`config.mk`:
```
export PLATFORM = sky130hd
export DESIGN_NAME = sier_top
export DESIGN_NICKNAME = d
export VERILOG_FILES = /design/src/verilog/sier_pkg.sv /design/src/verilog/sier_pin_driver.sv /design/src/verilog/sier_top.sv
export SDC_FILE = /design/constraint.sdc
export NUM_CORES = 1
export LEC_CHECK = 0
export BUFFER_PORTS_ARGS = -buffer_cell sky130_fd_sc_hd__buf_2
export CELL_PAD_IN_SITES_DETAIL_PLACEMENT = 0
export CELL_PAD_IN_SITES_GLOBAL_PLACEMENT = 1
export CORE_MARGIN = 3
export CORE_UTILIZATION = 40
export CTS_CLUSTER_SIZE = 14
export DETAILED_ROUTE_END_ITERATION = 12
export PLACE_DENSITY_LB_ADDON = 0.1
export SLEW_MARGIN = 20
export SYNTH_ARGS = -nofsm -noshare
export SYNTH_HDL_FRONTEND = slang
export SYNTH_SLANG_ARGS = --single-unit
```
`constraint.sdc`:
```
create_clock -name ref_clk -period 1.53 [get_ports ref_clk]
set_input_delay 0.0765 -clock ref_clk [delete_from_list [all_inputs] [get_ports ref_clk]]
set_output_delay 0.0765 -clock ref_clk [all_outputs]
set_load 0.01 [all_outputs]
```
`src/verilog/sier_pkg.sv`:
```
// constants shared by the interrupt enable and pin routing block
package sier_pkg;

  // ----------------------------------------------------------------------
  // register map
  // ----------------------------------------------------------------------
  localparam int unsigned  REG_AW          = 8;
  localparam int unsigned  REG_DW          = 8;
  localparam int unsigned  NUM_SOURCES     = 8;
  localparam logic [7:0]   ADDR_PIN_CFG    = 8'h28;
  localparam logic [7:0]   ADDR_IRQ_ENABLE = 8'h29;
  localparam logic [7:0]   ADDR_PIN_SELECT = 8'h2A;

  // ----------------------------------------------------------------------
  // reset values
  // ----------------------------------------------------------------------
  localparam logic [7:0]   RST_PIN_CFG     = 8'h00;
  localparam logic [7:0]   RST_IRQ_ENABLE  = 8'h00;
  localparam logic [7:0]   RST_PIN_SELECT  = 8'h00;
  localparam logic [7:0]   RD_UNMAPPED     = 8'h00;

  // ----------------------------------------------------------------------
  // bit positions of the source enable and pin select fields
  // ----------------------------------------------------------------------
  localparam int unsigned  BIT_DATA_READY  = 7;
  localparam int unsigned  BIT_FIFO        = 6;
  localparam int unsigned  BIT_PRESS_WIN   = 5;
  localparam int unsigned  BIT_TEMP_WIN    = 4;
  localparam int unsigned  BIT_PRESS_THR   = 3;
  localparam int unsigned  BIT_TEMP_THR    = 2;
  localparam int unsigned  BIT_PRESS_CHG   = 1;
  localparam int unsigned  BIT_TEMP_CHG    = 0;

  // ----------------------------------------------------------------------
  // pin configuration field positions
  // ----------------------------------------------------------------------
  localparam int unsigned  BIT_A_POLARITY  = 5;
  localparam int unsigned  BIT_A_DRIVE     = 4;
  localparam int unsigned  BIT_B_POLARITY  = 1;
  localparam int unsigned  BIT_B_DRIVE     = 0;
  localparam logic [7:0]   PIN_CFG_MASK    = 8'h33;

  // select value that steers a source to pin a
  localparam logic         SEL_PIN_A       = 1'b1;
  localparam logic         SEL_PIN_B       = 1'b0;

endpackage

```
`src/verilog/sier_pin_driver.sv`:
```
// polarity and drive-mode stage for one interrupt pin
module sier_pin_driver
(
  input  wire logic ref_clk,
  input  wire logic sys_rst,
  input  wire logic raw_irq,
  input  wire logic polarity,
  input  wire logic drive_mode,
  output logic      pin_o,
  output logic      pin_oe
);

  // ----------------------------------------------------------------------
  // pad state
  // ----------------------------------------------------------------------
  logic pin_o_reg;
  logic pin_o_next;
  logic pin_oe_reg;
  logic pin_oe_next;
  logic level;

  // polarity 0 means active low, so the raw request is inverted
  always_comb
  begin
    level = polarity ? raw_irq : ~raw_irq;
    if (drive_mode)
    begin
      // open drain only ever pulls low; the high level comes from outside
      pin_o_next  = 1'b0;
      pin_oe_next = ~level;
    end
    else
    begin
      pin_o_next  = level;
      pin_oe_next = 1'b1;
    end
  end

  // registered so the pad never sees decode glitches
  always_ff @(posedge ref_clk or posedge sys_rst)
  begin
    if (sys_rst)
    begin
      pin_o_reg  <= 1'b1;
      pin_oe_reg <= 1'b1;
    end
    else
    begin
      pin_o_reg  <= pin_o_next;
      pin_oe_reg <= pin_oe_next;
    end
  end

  assign pin_o  = pin_o_reg;
  assign pin_oe = pin_oe_reg;

endmodule

```
`src/verilog/sier_top.sv`:
```
// interrupt enable, routing and pin control registers of the sensor
//
// Behaviour
// - a source reaches the pins only while its enable bit is set
// - enable register at 29h, bit 7 data ready, bit 6 fifo, reset 0
// - enable bit 5 pressure window, bit 4 temperature window, reset 0
// - enable bit 3 pressure threshold, bit 2 temperature threshold
// - enable bit 1 pressure change, bit 0 temperature change
// - select register at 2Ah, one bit per source, same layout, reset 0
// - select 1 steers a source to pin a, 0 to pin b
// - each pin is the OR of all enabled sources routed to it
// - pin a polarity bit at 28h, 0 active low, 1 active high
// - pin a drive bit, 0 push-pull, 1 open drain
module sier_top
#(
  parameter int unsigned NSRC = sier_pkg::NUM_SOURCES
)
(
  input  wire logic             ref_clk,
  input  wire logic             sys_rst,
  input  wire logic [7:0]       reg_addr,
  input  wire logic             reg_wr_en,
  input  wire logic [7:0]       reg_wr_data,
  input  wire logic             reg_rd_en,
  output logic      [7:0]       reg_rd_data,
  input  wire logic [NSRC-1:0]  event_flags,
  output logic                  irq_pin_a_o,
  output logic                  irq_pin_a_oe,
  output logic                  irq_pin_b_o,
  output logic                  irq_pin_b_oe
);

  // ----------------------------------------------------------------------
  // register file
  // ----------------------------------------------------------------------
  logic [7:0]      pin_cfg_reg;
  logic [7:0]      pin_cfg_next;
  logic [7:0]      irq_enable_reg;
  logic [7:0]      irq_enable_next;
  logic [7:0]      pin_select_reg;
  logic [7:0]      pin_select_next;
  logic [7:0]      rd_data_reg;
  logic [7:0]      rd_data_next;

  logic            data_ready_irq_enable;
  logic            fifo_irq_enable;
  logic [7:0]      src_enable;
  logic            press_window_irq_enable;
  logic            temp_window_irq_enable;
  logic            press_threshold_irq_enable;
  logic            temp_threshold_irq_enable;
  logic            press_change_irq_enable;
  logic            temp_change_irq_enable;
  logic            irq_pin_a_polarity;
  logic            irq_pin_a_drive_mode;
  logic            irq_pin_b_polarity;
  logic            irq_pin_b_drive_mode;

  // named views of the enable fields
  assign data_ready_irq_enable      =
    irq_enable_reg[sier_pkg::BIT_DATA_READY];
  assign fifo_irq_enable            =
    irq_enable_reg[sier_pkg::BIT_FIFO];
  assign press_window_irq_enable    =
    irq_enable_reg[sier_pkg::BIT_PRESS_WIN];
  assign temp_window_irq_enable     =
    irq_enable_reg[sier_pkg::BIT_TEMP_WIN];
  assign press_threshold_irq_enable =
    irq_enable_reg[sier_pkg::BIT_PRESS_THR];
  assign temp_threshold_irq_enable  =
    irq_enable_reg[sier_pkg::BIT_TEMP_THR];
  assign press_change_irq_enable    =
    irq_enable_reg[sier_pkg::BIT_PRESS_CHG];
  assign temp_change_irq_enable     =
    irq_enable_reg[sier_pkg::BIT_TEMP_CHG];

  // gating vector rebuilt from the named fields; order follows bits 7..0
  assign src_enable = {data_ready_irq_enable, fifo_irq_enable,
                       press_window_irq_enable, temp_window_irq_enable,
                       press_threshold_irq_enable, temp_threshold_irq_enable,
                       press_change_irq_enable, temp_change_irq_enable};
  assign irq_pin_a_polarity   = pin_cfg_reg[sier_pkg::BIT_A_POLARITY];
  assign irq_pin_a_drive_mode = pin_cfg_reg[sier_pkg::BIT_A_DRIVE];
  assign irq_pin_b_polarity   = pin_cfg_reg[sier_pkg::BIT_B_POLARITY];
  assign irq_pin_b_drive_mode = pin_cfg_reg[sier_pkg::BIT_B_DRIVE];

  // write decode and read mux; reserved config bits stay zero
  always_comb
  begin
    pin_cfg_next    = pin_cfg_reg;
    irq_enable_next = irq_enable_reg;
    pin_select_next = pin_select_reg;
    rd_data_next    = rd_data_reg;
    if (reg_wr_en)
    begin
      case (reg_addr)
        sier_pkg::ADDR_PIN_CFG:
          pin_cfg_next = reg_wr_data & sier_pkg::PIN_CFG_MASK;
        sier_pkg::ADDR_IRQ_ENABLE:
          irq_enable_next = reg_wr_data;
        sier_pkg::ADDR_PIN_SELECT:
          pin_select_next = reg_wr_data;
        default:
          pin_cfg_next = pin_cfg_reg;
      endcase
    end
    if (reg_rd_en)
    begin
      case (reg_addr)
        sier_pkg::ADDR_PIN_CFG:    rd_data_next = pin_cfg_reg;
        sier_pkg::ADDR_IRQ_ENABLE: rd_data_next = irq_enable_reg;
        sier_pkg::ADDR_PIN_SELECT: rd_data_next = pin_select_reg;
        default:                   rd_data_next = sier_pkg::RD_UNMAPPED;
      endcase
    end
  end

  // every source disabled and routed to pin b out of reset
  always_ff @(posedge ref_clk or posedge sys_rst)
  begin
    if (sys_rst)
    begin
      pin_cfg_reg    <= sier_pkg::RST_PIN_CFG;
      irq_enable_reg <= sier_pkg::RST_IRQ_ENABLE;
      pin_select_reg <= sier_pkg::RST_PIN_SELECT;
      rd_data_reg    <= sier_pkg::RD_UNMAPPED;
    end
    else
    begin
      pin_cfg_reg    <= pin_cfg_next;
      irq_enable_reg <= irq_enable_next;
      pin_select_reg <= pin_select_next;
      rd_data_reg    <= rd_data_next;
    end
  end

  assign reg_rd_data = rd_data_reg;

  // ----------------------------------------------------------------------
  // per-source gating and routing
  // ----------------------------------------------------------------------
  logic [NSRC-1:0] gated;
  logic [NSRC-1:0] to_pin_a;
  logic [NSRC-1:0] to_pin_b;
  logic            raw_a;
  logic            raw_b;

  // enables cover bits 7..0: data ready, fifo, windows, thresholds, change
  genvar gi;
  generate
    for (gi = 0; gi < NSRC; gi++)
    begin : g_src
      assign gated[gi]    = event_flags[gi] & src_enable[gi];
      assign to_pin_a[gi] = gated[gi] &
                            (pin_select_reg[gi] == sier_pkg::SEL_PIN_A);
      assign to_pin_b[gi] = gated[gi] &
                            (pin_select_reg[gi] == sier_pkg::SEL_PIN_B);
    end
  endgenerate

  // several sources may share a pin, so the host must read the source
  // register to tell them apart
  assign raw_a = |to_pin_a;
  assign raw_b = |to_pin_b;

  // ----------------------------------------------------------------------
  // pad stages
  // ----------------------------------------------------------------------
  sier_pin_driver u_pin_a
  (
    .ref_clk    (ref_clk),
    .sys_rst    (sys_rst),
    .raw_irq    (raw_a),
    .polarity   (irq_pin_a_polarity),
    .drive_mode (irq_pin_a_drive_mode),
    .pin_o      (irq_pin_a_o),
    .pin_oe     (irq_pin_a_oe)
  );

  sier_pin_driver u_pin_b
  (
    .ref_clk    (ref_clk),
    .sys_rst    (sys_rst),
    .raw_irq    (raw_b),
    .polarity   (irq_pin_b_polarity),
    .drive_mode (irq_pin_b_drive_mode),
    .pin_o      (irq_pin_b_o),
    .pin_oe     (irq_pin_b_oe)
  );

  // line level as the host sees it, with an external pull-up
  logic line_a;
  logic line_b;
  logic exp_a;
  logic exp_b;
  assign line_a = irq_pin_a_oe ? irq_pin_a_o : 1'b1;
  assign line_b = irq_pin_b_oe ? irq_pin_b_o : 1'b1;
  assign exp_a  = |(event_flags & irq_enable_reg & pin_select_reg);
  assign exp_b  = |(event_flags & irq_enable_reg & ~pin_select_reg);
endmodule
```
==> out/results.ini <==
[final_layout]
drive_gt1_share_pct=47.6
final_common_cell=buf_2
fin_util_pct=53.0
fin_nets=216
layout_common_cells=39 x buf_2, 28 x dfrtp_1, 23 x mux2_2
final_cells=237
syn2layout_area_growth_pct=25.8
antenna-diode-count=0

[logic_synthesis]
synth_seq_cells=32
netlist_area_um2=1580
ys_types=23
synth-seq-area-share_pct=51.0
syn_inst=137
mappedNetlistNets=165
ys_warn_count=0
synth_area_per_cell_um2=11.5

[global_route]
first_global_vias=1196
grt_pass1_wl_mm=5.66
grt_usage_pct=16.6
grt-ovfl-total=0
grt_max_degree=33
antenna_found_initial=0

[drt]
wl_mm=3.41
wire_per_inst_um=14.4
firstDrtPassIters=5
ant_nets=0
vias=1229
via_per_inst=5.19
drt_iter0_drc=44
drc_errors=0

[die]
core_area_um2=3740
dieHeight_um=68.8
io_pins=40
die_area_um2=4740
rows=22
dieWidth_um=68.8
start_util_pct=42.2

[sta]
skew_ns=0.00838
hold_viol=0
setup_viol=0
holdWs_ns=0.0380
min_period_ns=1.43
worst_pin_slew_ns=0.400
relSlewSlack_pct=73.3
finalMaxSlewViolations=0
fmax_ghz=0.697
grt_setup_unrepaired=no
post-route-period-util_pct=93.7

[power]
vdd_drop_max_mv=0.501
power-per-cell-area_nw_per_um2=918
p_leak_nw=0.953

[setup_path]
crit_arrival_ns=1.64
critPathRequiredTime_ns=1.73
crit_chain=nand2_1, o22ai_1, nor4_1, buf_4, mux2_2
slowest_stage=dfrtp_1
end_kind=flop
crit_type=flop to flop
cp_max_fo=4
crit_buf_inv=1
path_delay_family=flip-flops
crit_path_start_kind=flop
max_stage_delay_ns=0.41

[place]
place_congestion=0.746
hpwlAfterDp_mm=2.59
io_buffers=39
place_inst=228

[clocking]
clk_pin_slew_ns=0.07
cts_tree=yes
numClockSinks=32
insertion_delay_ns=0.28
cts_setup_buffers=0
cts_made_buffers=5
clock_path_buffers=2
htree_levels=2
clockRootBuffer=clkbuf_8

[worst_hold_path]
hp-class=input pin to flop

[flow_run]
maxCapViolations=0

[status]
status=complete, no violations

## layer usage
| metal | vias to the layer above | global-route usage [%] | wire, um |
|---|---|---|---|
| met5 | - | 0 | 0 |
| met4 | 0 | 4.38 | 40 |
| li1 | 596 | - | - |
| met2 | 33 | 27.4 | 1680 |
| met3 | 7 | 5.35 | 169 |
| met1 | 593 | 21.0 | 1520 |
## layout make-up
class,count,area [um2]
clock buffer,8,100
sequential,32,806
fill,375,1760
timing repair buffer,47,258
inverter,5,18.8
multi-input combinational,97,743
tap,48,60.1
## logic make-up (layout without fill, tap and decap cells)
kind of cell	after synthesis	count (layout)	share of synthesized area (%)
multiplexers	28	28	19.7
buffers and inverters	8	60	1.90
flip-flops	32	32	51.0
AND/OR/NAND/NOR	48	48	18.1
AO/OA/AOI/OAI	21	21	9.27
## worst reg2reg max path, delay by kind of cell, from the launching register on
kind	cells	cell delay, ns
AO/OA/AOI/OAI	1	0.09
multiplexers	1	0.32
buffers and inverters	1	0.17
AND/OR/NAND/NOR	2	0.37
flip-flops	1	0.41
## worst paths after layout
| check | from | endpoint | slack (ns) | depth (start not counted) |
|---|---|---|---|---|
| hold reg to reg | reg_rd_data[3] | reg_rd_data[3] | 0.52 | 2 |
| setup / recovery | irq_enable_reg[7] | u_pin_b.pin_oe | 0.1 | 5 |
| min in group asynchronous | sys_rst | reg_rd_data[4] | 0.43 | 4 |
| max in group asynchronous | sys_rst | u_pin_b.pin_o | 0.76 | 4 |
| setup reg to reg | irq_enable_reg[7] | u_pin_b.pin_oe | 0.1 | 5 |
| hold / removal | reg_wr_data[6] | irq_enable_reg[6] | 0.04 | 2 |
## per-stage QoR
stage	total power, mW	setup TNS, ns	setup slack, ns	area (um2)
global placement	1.12	-2.26	-0.123	1880
finish	1.82	0	0.0959	1990
CTS	1.84	0	0.0801	1990
detailed placement	1.13	-2.60	-0.142	1880
global route	1.90	0	0.0397	1990
floorplan	1.03	-1.15	-0.0819	1580
## Yosys cell counts
cell      number  area [um2]
or4b_4         1        13.8
mux2_1         1        11.3
a22o_1         4        35.0
nor2b_1        8        50.1
nand2_1       14        52.6
nand3_1       12        60.1
nor3b_4        1        18.8
a31o_2         4        35.0
a21boi_2       1        11.3
o21ai_0        8        40.0
nand4_1        2        12.5
nand3_4        2        35.0
dfstp_2        4         105
dfrtp_1       28         701
mux2i_1        4        40.0
inv_1          5        18.8
nand2b_1       2        12.5
nor2_1         4        15.0
o22ai_1        4        25.0
mux2_2        23         259
nand3_2        1        10.0
nor4_1         1        6.26
clkbuf_1       3        11.3
## where the power goes
group / switching (mW) / total, mW / internal (mW)
combinational: 0.0951 / 0.193 / 0.0983
clock: 0.300 / 0.710 / 0.410
sequential: 0.0288 / 0.920 / 0.891
total: 0.424 / 1.82 / 1.40
## timing repair
item,4_1_cts,5_1_grt
hold buffers,1,0
gates resized for setup,0,0
endpoints found under the hold margin,28,0
(Power assumes the default switching activity.)
